## src/verilog/dacrp_pkg.sv

```systemverilog
`default_nettype none
package dacrp_pkg;
	localparam int unsigned DACRP_DATA_W = 14;
	localparam int unsigned DACRP_MSB = 13;
	// conversion timing at a 125 MHz clock
	localparam int unsigned DACRP_CLK_PERIOD_PS = 8000;
	localparam int unsigned DACRP_CONV_TIME_NS = 5200;
	localparam int unsigned DACRP_SLEEP_CONV_TIME_NS = 10000;
	localparam int unsigned DACRP_CONV_CYCLES = (DACRP_CONV_TIME_NS * 1000) / DACRP_CLK_PERIOD_PS;
	localparam int unsigned DACRP_SLEEP_CONV_CYCLES = (DACRP_SLEEP_CONV_TIME_NS * 1000) / DACRP_CLK_PERIOD_PS;
	localparam int unsigned DACRP_CNT_W = 11;
	// result coding selector
	localparam logic DACRP_CODE_TWOS = 1'h0;
	localparam logic DACRP_CODE_BINARY = 1'h1;
	typedef enum logic [1:0]
	{
		DACRP_IDLE = 2'b00,
		DACRP_CONVERT = 2'b01,
		DACRP_DONE = 2'b10
	} dacrp_state_e;
endpackage : dacrp_pkg
`default_nettype wire

```

## src/verilog/dacrp_result_mem.sv

```systemverilog
`timescale 1ns/1ns
`default_nettype none
// two result words per conversion; read data come from a register
module dacrp_result_mem #(
	parameter int unsigned WIDTH = 14
) (
	// clock and reset
	input wire logic clk_in,
	input wire logic rstn_in,
	// write side
	input wire logic wr_en_in,
	input wire logic [WIDTH-1:0] wr_data1_in,
	input wire logic [WIDTH-1:0] wr_data2_in,
	// read side
	input wire logic rd_sel_in,
	output logic [WIDTH-1:0] rd_data_out
);
	logic [WIDTH-1:0] word_reg [2];
	logic [WIDTH-1:0] word_next [2];
	logic [WIDTH-1:0] rd_data_reg;
	logic [WIDTH-1:0] rd_data_next;

	always_comb
	begin
		word_next[0] = wr_en_in ? wr_data1_in : word_reg[0];
		word_next[1] = wr_en_in ? wr_data2_in : word_reg[1];
		rd_data_next = word_reg[rd_sel_in];
	end

	always_ff @(posedge clk_in or negedge rstn_in)
	begin
		if (!rstn_in)
		begin
			word_reg[0] <= '0;
			word_reg[1] <= '0;
			rd_data_reg <= '0;
		end
		else
		begin
			word_reg[0] <= word_next[0];
			word_reg[1] <= word_next[1];
			rd_data_reg <= rd_data_next;
		end
	end

	assign rd_data_out = rd_data_reg;
endmodule : dacrp_result_mem
`default_nettype wire

```

## src/verilog/dacrp_top.sv

```systemverilog
// Summary of operation
// - start edge holds and converts both inputs
// - busy high from start edge to end
// - select low converts channel A pair
// - select high converts channel B pair
// - read port responds only while chip select low; start edges convert regardless
// - drive data only while read and select low
// - 14-bit result, bit 13 MSB, three-state
// - twos complement bipolar, binary unipolar
// - first read input 1, second input 2
// - busy lasts 5.2 us, sleep 10 us
`timescale 1ns/1ns
`default_nettype none
module dacrp_top
#(
	parameter int unsigned DATA_W = dacrp_pkg::DACRP_DATA_W,
	parameter logic CODING = dacrp_pkg::DACRP_CODE_TWOS
) (
	// clock and reset
	input wire logic clk_in,
	input wire logic rstn_in,
	// conversion control
	input wire logic convert_start_n_in,
	input wire logic pair_select_in,
	input wire logic auto_sleep_in,
	output logic busy_out,
	// digitised samples from the converter cores (offset binary)
	input wire logic [DATA_W-1:0] chan_a_input1_in,
	input wire logic [DATA_W-1:0] chan_a_input2_in,
	input wire logic [DATA_W-1:0] chan_b_input1_in,
	input wire logic [DATA_W-1:0] chan_b_input2_in,
	// parallel read port
	input wire logic chip_select_n_in,
	input wire logic read_n_in,
	output logic [DATA_W-1:0] result_bus_out,
	output logic result_bus_oe_out,
	output logic hold_out
);
	import dacrp_pkg::*;

	////////////////////////////////////////////////////////////////////////
	dacrp_state_e state_reg, state_next;
	logic [DACRP_CNT_W-1:0] cnt_reg, cnt_next;
	logic [DACRP_CNT_W-1:0] busy_span_reg, busy_span_next;
	logic conv_prev_reg, conv_prev_next;
	logic sel_reg, sel_next;
	logic sleep_reg, sleep_next;
	logic [DATA_W-1:0] hold1_reg, hold1_next, hold2_reg, hold2_next;
	logic rd_ptr_reg, rd_ptr_next;
	logic rd_prev_reg, rd_prev_next;
	logic start_edge;
	logic read_active;
	logic conv_end;
	logic [DATA_W-1:0] mem_data;

	function automatic logic [DATA_W-1:0] code_result(input logic [DATA_W-1:0] raw);
		// cores deliver offset binary; bipolar variants flip the msb
		code_result = (CODING == DACRP_CODE_TWOS) ? {~raw[DATA_W-1], raw[DATA_W-2:0]} : raw;
	endfunction : code_result

	assign start_edge = conv_prev_reg && !convert_start_n_in;
	assign read_active = !chip_select_n_in && !read_n_in;
	assign conv_end = (state_reg == DACRP_CONVERT) && (cnt_reg == '0);

	////////////////////////////////////////////////////////////////////////
	// conversion sequencer
	always_comb
	begin
		state_next = state_reg;
		cnt_next = cnt_reg;
		sel_next = sel_reg;
		sleep_next = sleep_reg;
		hold1_next = hold1_reg;
		hold2_next = hold2_reg;
		conv_prev_next = convert_start_n_in;
		unique case (state_reg)
			DACRP_IDLE, DACRP_DONE:
			begin
				if (start_edge)
				begin
					state_next = DACRP_CONVERT;
					sel_next = pair_select_in;
					sleep_next = auto_sleep_in;
					// both inputs of the chosen pair are frozen in the same cycle
					hold1_next = pair_select_in ? chan_b_input1_in : chan_a_input1_in;
					hold2_next = pair_select_in ? chan_b_input2_in : chan_a_input2_in;
					cnt_next = auto_sleep_in ? DACRP_CNT_W'(DACRP_SLEEP_CONV_CYCLES - 1)
						: DACRP_CNT_W'(DACRP_CONV_CYCLES - 1);
				end
			end
			DACRP_CONVERT:
			begin
				// further start edges while busy are ignored
				if (conv_end)
					state_next = DACRP_DONE;
				else
					cnt_next = cnt_reg - DACRP_CNT_W'(1);
			end
			default:
				state_next = DACRP_IDLE;
		endcase
	end

	always_ff @(posedge clk_in or negedge rstn_in)
	begin
		if (!rstn_in)
		begin
			state_reg <= DACRP_IDLE;
			cnt_reg <= '0;
			conv_prev_reg <= 1'h1;
			sel_reg <= 1'h0;
			sleep_reg <= 1'h0;
			hold1_reg <= '0;
			hold2_reg <= '0;
		end
		else
		begin
			state_reg <= state_next;
			cnt_reg <= cnt_next;
			conv_prev_reg <= conv_prev_next;
			sel_reg <= sel_next;
			sleep_reg <= sleep_next;
			hold1_reg <= hold1_next;
			hold2_reg <= hold2_next;
		end
	end

	assign busy_out = (state_reg == DACRP_CONVERT);
	assign hold_out = (state_reg == DACRP_CONVERT);

	////////////////////////////////////////////////////////////////////////
	// counts busy cycles so the long sleep window is checked without a wide delay range
	always_comb
	begin
		busy_span_next = busy_out ? busy_span_reg + DACRP_CNT_W'(1) : '0;
	end

	always_ff @(posedge clk_in or negedge rstn_in)
	begin
		if (!rstn_in)
			busy_span_reg <= '0;
		else
			busy_span_reg <= busy_span_next;
	end

	////////////////////////////////////////////////////////////////////////
	// read sequencing: pointer goes to word 2 at the end of a read strobe and stays there until a start edge outside a conversion
	always_comb
	begin
		rd_prev_next = read_active;
		rd_ptr_next = rd_ptr_reg;
		if (start_edge && state_reg != DACRP_CONVERT)
			rd_ptr_next = 1'h0;
		else if (rd_prev_reg && !read_active)
			rd_ptr_next = 1'h1;
	end

	always_ff @(posedge clk_in or negedge rstn_in)
	begin
		if (!rstn_in)
		begin
			rd_ptr_reg <= 1'h0;
			rd_prev_reg <= 1'h0;
		end
		else
		begin
			rd_ptr_reg <= rd_ptr_next;
			rd_prev_reg <= rd_prev_next;
		end
	end

	dacrp_result_mem #(
		.WIDTH(DATA_W)
	) u_mem (
		.clk_in(clk_in),
		.rstn_in(rstn_in),
		.wr_en_in(conv_end),
		.wr_data1_in(code_result(hold1_reg)),
		.wr_data2_in(code_result(hold2_reg)),
		.rd_sel_in(rd_ptr_reg),
		.rd_data_out(mem_data)
	);

	// data lines float unless both strobes are low
	assign result_bus_oe_out = read_active;
	assign result_bus_out = read_active ? mem_data : '0;

	////////////////////////////////////////////////////////////////////////
	a_busy_rise: assert property (@(posedge clk_in) disable iff (!rstn_in)
		(start_edge && !busy_out) |=> busy_out)
		else $error("busy did not rise after start edge");
	a_busy_len: assert property (@(posedge clk_in) disable iff (!rstn_in)
		$rose(busy_out) && !sleep_reg |-> busy_out [*8] ##[1:643] !busy_out)
		else $error("busy interval wrong");
	a_busy_sleep: assert property (@(posedge clk_in) disable iff (!rstn_in)
		$fell(busy_out) && sleep_reg |-> busy_span_reg == DACRP_CNT_W'(DACRP_SLEEP_CONV_CYCLES))
		else $error("auto sleep conversion length wrong");
	a_hold_capture: assert property (@(posedge clk_in) disable iff (!rstn_in)
		(start_edge && !busy_out) |=>
		hold1_reg == ($past(pair_select_in) ? $past(chan_b_input1_in) : $past(chan_a_input1_in)) &&
		hold2_reg == ($past(pair_select_in) ? $past(chan_b_input2_in) : $past(chan_a_input2_in)))
		else $error("held samples not from the selected pair");
	a_oe_gate: assert property (@(posedge clk_in) disable iff (!rstn_in)
		result_bus_oe_out == (!chip_select_n_in && !read_n_in))
		else $error("bus enable without both strobes");
	a_float_zero: assert property (@(posedge clk_in) disable iff (!rstn_in)
		!result_bus_oe_out |-> result_bus_out == '0)
		else $error("data driven while floating");
	a_pair_sel: assert property (@(posedge clk_in) disable iff (!rstn_in)
		(start_edge && !busy_out) |=> sel_reg == $past(pair_select_in))
		else $error("pair select not captured");
	a_seq_reset: assert property (@(posedge clk_in) disable iff (!rstn_in)
		(start_edge && !busy_out) |=> rd_ptr_reg == 1'h0)
		else $error("read sequence not reset");
	a_second_read: assert property (@(posedge clk_in) disable iff (!rstn_in)
		(rd_prev_reg && !read_active && !start_edge) |=> rd_ptr_reg)
		else $error("read pointer did not advance");
	c_conv_a: cover property (@(posedge clk_in) disable iff (!rstn_in) start_edge && !pair_select_in);
	c_conv_b: cover property (@(posedge clk_in) disable iff (!rstn_in) start_edge && pair_select_in);
	c_two_reads: cover property (@(posedge clk_in) disable iff (!rstn_in)
		rd_ptr_reg && read_active);
	c_done: cover property (@(posedge clk_in) disable iff (!rstn_in) conv_end);
endmodule : dacrp_top
`default_nettype wire

```

## config.mk

```make
export PLATFORM = sky130hd
export DESIGN_NAME = dacrp_top
export DESIGN_NICKNAME = d
export VERILOG_FILES = /design/src/verilog/dacrp_pkg.sv /design/src/verilog/dacrp_result_mem.sv /design/src/verilog/dacrp_top.sv
export SDC_FILE = /design/constraint.sdc
export NUM_CORES = 1
export LEC_CHECK = 0
export BUFFER_PORTS_ARGS = -buffer_cell sky130_fd_sc_hd__buf_2
export CAP_MARGIN = 20
export CELL_PAD_IN_SITES_DETAIL_PLACEMENT = 2
export CELL_PAD_IN_SITES_GLOBAL_PLACEMENT = 2
export CORE_ASPECT_RATIO = 2
export CORE_MARGIN = 10
export CORE_UTILIZATION = 32
export CTS_CLUSTER_DIAMETER = 50
export DETAILED_ROUTE_END_ITERATION = 8
export PLACE_DENSITY_LB_ADDON = 0.1
export SLEW_MARGIN = 15
export SYNTH_ARGS = -nofsm -noshare
export SYNTH_HDL_FRONTEND = slang
export SYNTH_SLANG_ARGS = --single-unit
```

## constraint.sdc

```tcl
create_clock -name clk_in -period 1.9 [get_ports clk_in]
set_clock_uncertainty 0.2 [all_clocks]
set_input_delay 0.57 -clock clk_in [delete_from_list [all_inputs] [get_ports clk_in]]
set_output_delay 0.57 -clock clk_in [all_outputs]
set_load 0.1 [all_outputs]
```

==> results of run 1 <==
-- routing by layer --
| metal | share of wire [%] | up-vias | track usage (%) |
|---|---|---|---|
| met1 | 35 | 1477 | 13.4 |
| met5 | 0 | - | 0 |
| met2 | 60 | 56 | 26.0 |
| met3 | 3.0 | 14 | 2.91 |
| li1 | - | 1345 | - |
| met4 | 1.8 | 0 | 4.69 |
-- layout by cell type (no fill, tap or decap), types with 2 or more instances in the layout --
cell       netlist  layout
inv_1            8       8
mux2i_1         32      32
clkbuf_16        0      10
a21oi_1         37      36
o31ai_1          2       2
nand2_1          7       7
dfrtp_1         85      84
buf_12           2      23
a211oi_2         0       2
bufinv_16        0       2
buf_6            1       5
nor2_1          32      30
nor4_2           1       2
mux2_4          18      26
clkbuf_8         0       2
buf_4            1      43
nor3_1           2       2
and2_4           0      14
o21ai_0          4       3
nand2b_4         1       2
buf_2            1      60
mux2_2          21      13
-- power by group through the flow --
stage	sequential (uW)	combinational (uW)	clock, uW
finish	2510	1580	1930
global route	2570	1760	2060
CTS	2510	1540	1980
detailed placement	2540	1430	0
global placement	2500	1360	0
floorplan	2490	804	0
-- cell type report --
cell class / instances / area [sq um]
inverter: 9 / 38.8
fill: 1189 / 6160
multi-input combinational: 200 / 1750
clock inverter: 3 / 67.6
sequential: 86 / 2150
clock buffer: 12 / 256
tap: 145 / 181
timing repair buffer: 132 / 1160
-- path summary, 6_finish.rpt --
| kind | from | cells after the start | slack (ns) | endpoint |
|---|---|---|---|---|
| max | cnt_reg[7] | 6 | -0.25 | u_mem.word_reg[27] |
| min | rstn_in | 2 | 0.03 | cnt_reg[2] |
| max reg2reg | cnt_reg[7] | 6 | -0.25 | u_mem.word_reg[27] |
| min reg2reg | hold2_reg[13] | 1 | 0.26 | u_mem.word_reg[13] |
| max in group asynchronous | rstn_in | 2 | 1.05 | hold2_reg[0] |
| min in group clk_in | convert_start_n_in | 1 | 0.15 | conv_prev_reg |
-- kinds of logic after synthesis --
kind of cell,count (synthesis)
muxes,71
buffers and inverters,26
DFF,86
adders and majority gates,1
xor gates and xnor gates,1
and+or+nand+nor,74
AOI/OAI and AO/OA,53
-- metrics by stage --
step	setup TNS [ns]	total power, uW	util [%]	hold WS, ns	setup WS [ns]
after CTS	-8.08	6040	46.7	0.0850	-0.218
after global routing	-9.86	6390	47.7	0.0819	-0.242
after detailed placement	-10.85	3970	42.7	0.253	-0.234
after global placement	-8.78	3860	42.7	0.231	-0.190
final	-8.37	6020	47.7	0.0310	-0.252
after floorplan	-6.63	3300	-	0.0744	-0.220
-- timing repair --
| action | CTS | global route |
|---|---|---|
| hold buffers | 0 | 0 |
| cloned | 0 | 1 |
| endpoints found under the hold margin | 0 | 0 |
| resized for setup | 15 | 17 |
| setup buffers | 10 | 4 |
| setup endpoints to repair | 51 | 57 |
| pin swaps | 7 | 6 |
==> flow_summary.toml, run 1 <==
[run_status]
status = "complete, but fails checks"
violations = "setup timing"

[cells_and_area]
finish.net_count = 502
largest_register_ffs = 28
design_area_sq_mm = 0.00561
synthToLayoutAreaGrowth_pct = 45.2
drive_gt1_share_pct = 51.1
final_cells = 587
antenna_cells = 0

[timing]
min_period_ns = 2.15
relSlewSlack_pct = 67.1
drv_slew = 0
worstMarginPinSlew_ns = 0.494
finalWorstSetupSlack_ns = -0.252
fmax_mhz = 465
timing.final.hold_violations = 0
fin_crit_sh_pct = 113
rsz0062_at_grt = "true"
setup_viol = 49

[clocking]
clk_latency_ns = 0.34
path_clk_slew_ns = 0.06
h-tree-depth = 3
cts_tree = "yes"
cts_buffers = 9
clock_path_buffers = 2
root_buffer = "clkbuf_16"
cts_sinks = 86

[critical_path]
max_stage_delay_ns = 0.57
cp_cell_sequence = "or4_4 -> nand2b_4 -> nor2_8 -> buf_6 -> buf_4 -> mux2i_1"
cp_max_fo = 9
worstPathArrival_ns = 2.20
end_kind = "flop"
cp_slowest_cell = "or4_4"
crit_family = "simple AND/OR/NAND/NOR gates"
cp_num_buf_inv = 2
critPathLaunchType = "flop"
cp_data_required_time_ns = 1.94
path_class = "reg -> reg"

[power_and_ir_drop]
power.internal_uw = 4230
comb_power_share_pct = 26.3
p_sw_uw = 1790
p_clk_share_pct = 32.0
swShare_pct = 29.7
power.density_mw_per_mm2 = 1070
peakVddDrop_mv = 0.594
seqPwrFrac_pct = 41.7
p_leak_uw = 0.00269

[placement]
portBuffers = 79
hpwl_microns = 8250
place_congestion = 0.831
placed_cells = 558
place_area_sq_mm = 0.00503

[drt]
first_pass_iters = 4
viasPerCell = 4.93
post_drt_wl_per_cell_microns = 19.8
drt_iter0_drc = 52
drt_wl_total_microns = 11600
ant_nets = 0
dr_total_vias = 2892
drc_errors = 0

[floorplan]
initial_core_util_pct = 32.8
die_w_microns = 97.7
dieHeight_microns = 175
core_region_area_sq_mm = 0.0118
die_area_sq_mm = 0.0171
rows = 56
ios = 80

[synthesis]
synthAdderAreaFrac_pct = 0.324
netlist.area_leader.share_pct = 55.1
ys_seq_area_share_pct = 55.7
synth_edf_count = 0
synth_top_family_by_area = "multiplexers"
netlist_area_sq_mm = 0.00386
synth_compound_area_share_pct = 8.10
synth_cells = 312
post_synth_most_frequent_cells = "85 x dfrtp_1, 37 x a21oi_1, 32 x mux2i_1, 32 x nor2_1, 21 x mux2_2"
synth_top_flop_cell = "dfrtp_1"
synth_nets = 376
synthSimpleGateAreaFrac_pct = 10.5
synth.largest_area_cell = "dfrtp_1"
synthTopCellsByArea = "dfrtp_1 55%, mux2i_1 8.3%, mux2_4 7.0%"
syn_area_per_cell_sq_um = 12.4
synthArstFlopShare_pct = 100
ys_seq_elements = 86
yosys.cell_count.top_type = "dfrtp_1"
synth_mux_area_share_pct = 21.4
synth_warnings = 0
yosysUniqueCellTypes = 44
synth_xor_area_share_pct = 0.227

[global_routing]
first_global_vias = 3366
globalRouteOverflowTotal = 0
grt_max_degree = 87
grt_pass1_wl_microns = 18300
antenna_found_initial = 0
track_usage_pct = 13.4

[hold_path]
hp-class = "in -> async"

[run]
max-cap-violations = 0
Power figures use the tool's default switching activity.
==> run 2: changes to the inputs <==
--- a/config.mk
+++ b/config.mk
@@ -14,7 +14,9 @@
 export CORE_UTILIZATION = 32
 export CTS_CLUSTER_DIAMETER = 50
 export DETAILED_ROUTE_END_ITERATION = 8
-export PLACE_DENSITY_LB_ADDON = 0.1
+export PLACE_DENSITY = 0.76
+export SETUP_SLACK_MARGIN = 0.5
+export SKIP_CTS_REPAIR_TIMING = 1
 export SLEW_MARGIN = 15
 export SYNTH_ARGS = -nofsm -noshare
 export SYNTH_HDL_FRONTEND = slang
==> flow_summary.toml, run 2 (synthesis results as in run 1) <==
[run_status]
status = "complete, but fails checks"
violations = "setup timing"

[clocking]
clk_latency_ns = 0.36
root_buffer = "clkbuf_16"
cts_sinks = 86
clock_path_buffers = 2
cts_buffers = 9
path_clk_slew_ns = 0.07
h-tree-depth = 3
cts_tree = "yes"

[critical_path]
cp_num_buf_inv = 2
critPathLaunch = "cnt_reg[6]"
cpMostUsedCell = "buf_4"
r2r-start = "cnt_reg[6]"
crit_family = "simple AND/OR/NAND/NOR gates"
r2r_cells = 6
worstPathArrival_ns = 2.29
cp_cell_sequence = "or4_4 -> buf_4 -> o311ai_4 -> buf_4 -> or3_2 -> nand3_1"
crit_cells = 6
max_stage_delay_ns = 0.58
path_class = "reg -> reg"
end_kind = "flop"
cp_max_fo = 3
cp_slowest_cell = "or4_4"
critPathLaunchType = "flop"
cp_data_required_time_ns = 1.93

[cells_and_area]
mostFrequentLayoutCells = "85 x dfrtp_1, 59 x buf_2, 41 x buf_4"
final_common_cell = "dfrtp_1"
drive_gt1_share_pct = 64.2
finish.net_count = 512
synthToLayoutAreaGrowth_pct = 59.7
antenna_cells = 0
largest_register_ffs = 28

[global_routing]
grt_max_degree = 87
grt_pass1_wl_microns = 20100
globalRouteMet1Util_pct = 15.0
grtUsageMet3_pct = 3.03
track_usage_pct = 15.0
busiest_layer = "met2"
globalRouteOverflowTotal = 0
antenna_found_initial = 0
first_global_vias = 3498
gr-usage-met2_pct = 28.8

[drt]
viasPerCell = 5.28
first_pass_iters = 4
drc_errors = 0
dr_total_vias = 3159
drt_iter0_drc = 145
post_drt_wl_per_cell_microns = 28.2
ant_nets = 0
drt_wl_total_microns = 16800

[floorplan]
dieHeight_microns = 175
rows = 56
initial_core_util_pct = 32.8
ios = 80
die_area_sq_mm = 0.0171
die_w_microns = 97.7
core_region_area_sq_mm = 0.0118

[power_and_ir_drop]
power.density_mw_per_mm2 = 1100
p_leak_uw = 0.00281
peakVddDrop_mv = 0.713

[timing]
finalWorstSetupSlack_ns = -0.367
fin_setup_tns_ns = -12.95
setup_viol = 57
drv_slew = 0
worstMarginPinSlew_ns = 0.579
fmax_mhz = 441
rsz0062_at_grt = "true"
timing.final.hold_violations = 0
relSlewSlack_pct = 60.9
fin_crit_sh_pct = 119
min_period_ns = 2.27
hold_ws_ns = 0.0228

[placement]
pre_cts_ws_ns = -0.225
hpwl_microns = 9120
portBuffers = 79
place_congestion = 0.808

[hold_path]
hp-class = "in -> async"

[run]
max-cap-violations = 0
-- run 2: area by class of cell --
type	instances	area, sq um
clock buffer	14	264
tap	145	181
clock inverter	2	38.8
sequential	86	2150
timing repair buffer	142	1400
fill	1128	5600
multi-input combinational	200	2090
inverter	9	46.3
-- run 2: layer usage --
metal / vias to the layer above / share of wire (%)
li1: 1370 / -
met3: 40 / 3.4
met1: 1648 / 34
met2: 101 / 58
met4: 0 / 3.8
met5: - / 0
-- run 2: metrics by stage --
| stage | utilization, % | instance area, sq um | std cells | total power (uW) |
|---|---|---|---|---|
| finish | 52.4 | 6170 | 598 | 6800 |
| global route | 52.4 | 6170 | 598 | 7110 |
| CTS | 45.6 | 5370 | 573 | 5930 |
| detailed placement | 43.0 | 5060 | 557 | 4040 |
| global placement | 43.0 | 5060 | 557 | 3890 |
| floorplan | - | 4060 | 312 | 3350 |
-- run 2: report_power, final --
| part | switching [uW] | total, uW | internal, uW | leakage [uW] |
|---|---|---|---|---|
| logic | 1070 | 2120 | 1050 | 0.00159 |
| clock network | 798 | 1900 | 1100 | 0.000147 |
| registers | 529 | 2780 | 2250 | 0.00107 |
-- run 2: final timing paths --
path | to | slack (ns)
max in group asynchronous | u_mem.word_reg[16] | 1.07
min in group clk_in | conv_prev_reg | 0.15
max | cnt_reg[7] | -0.37
max reg2reg | cnt_reg[7] | -0.37
min reg2reg | u_mem.word_reg[8] | 0.32
min | state_reg[0] | 0.02
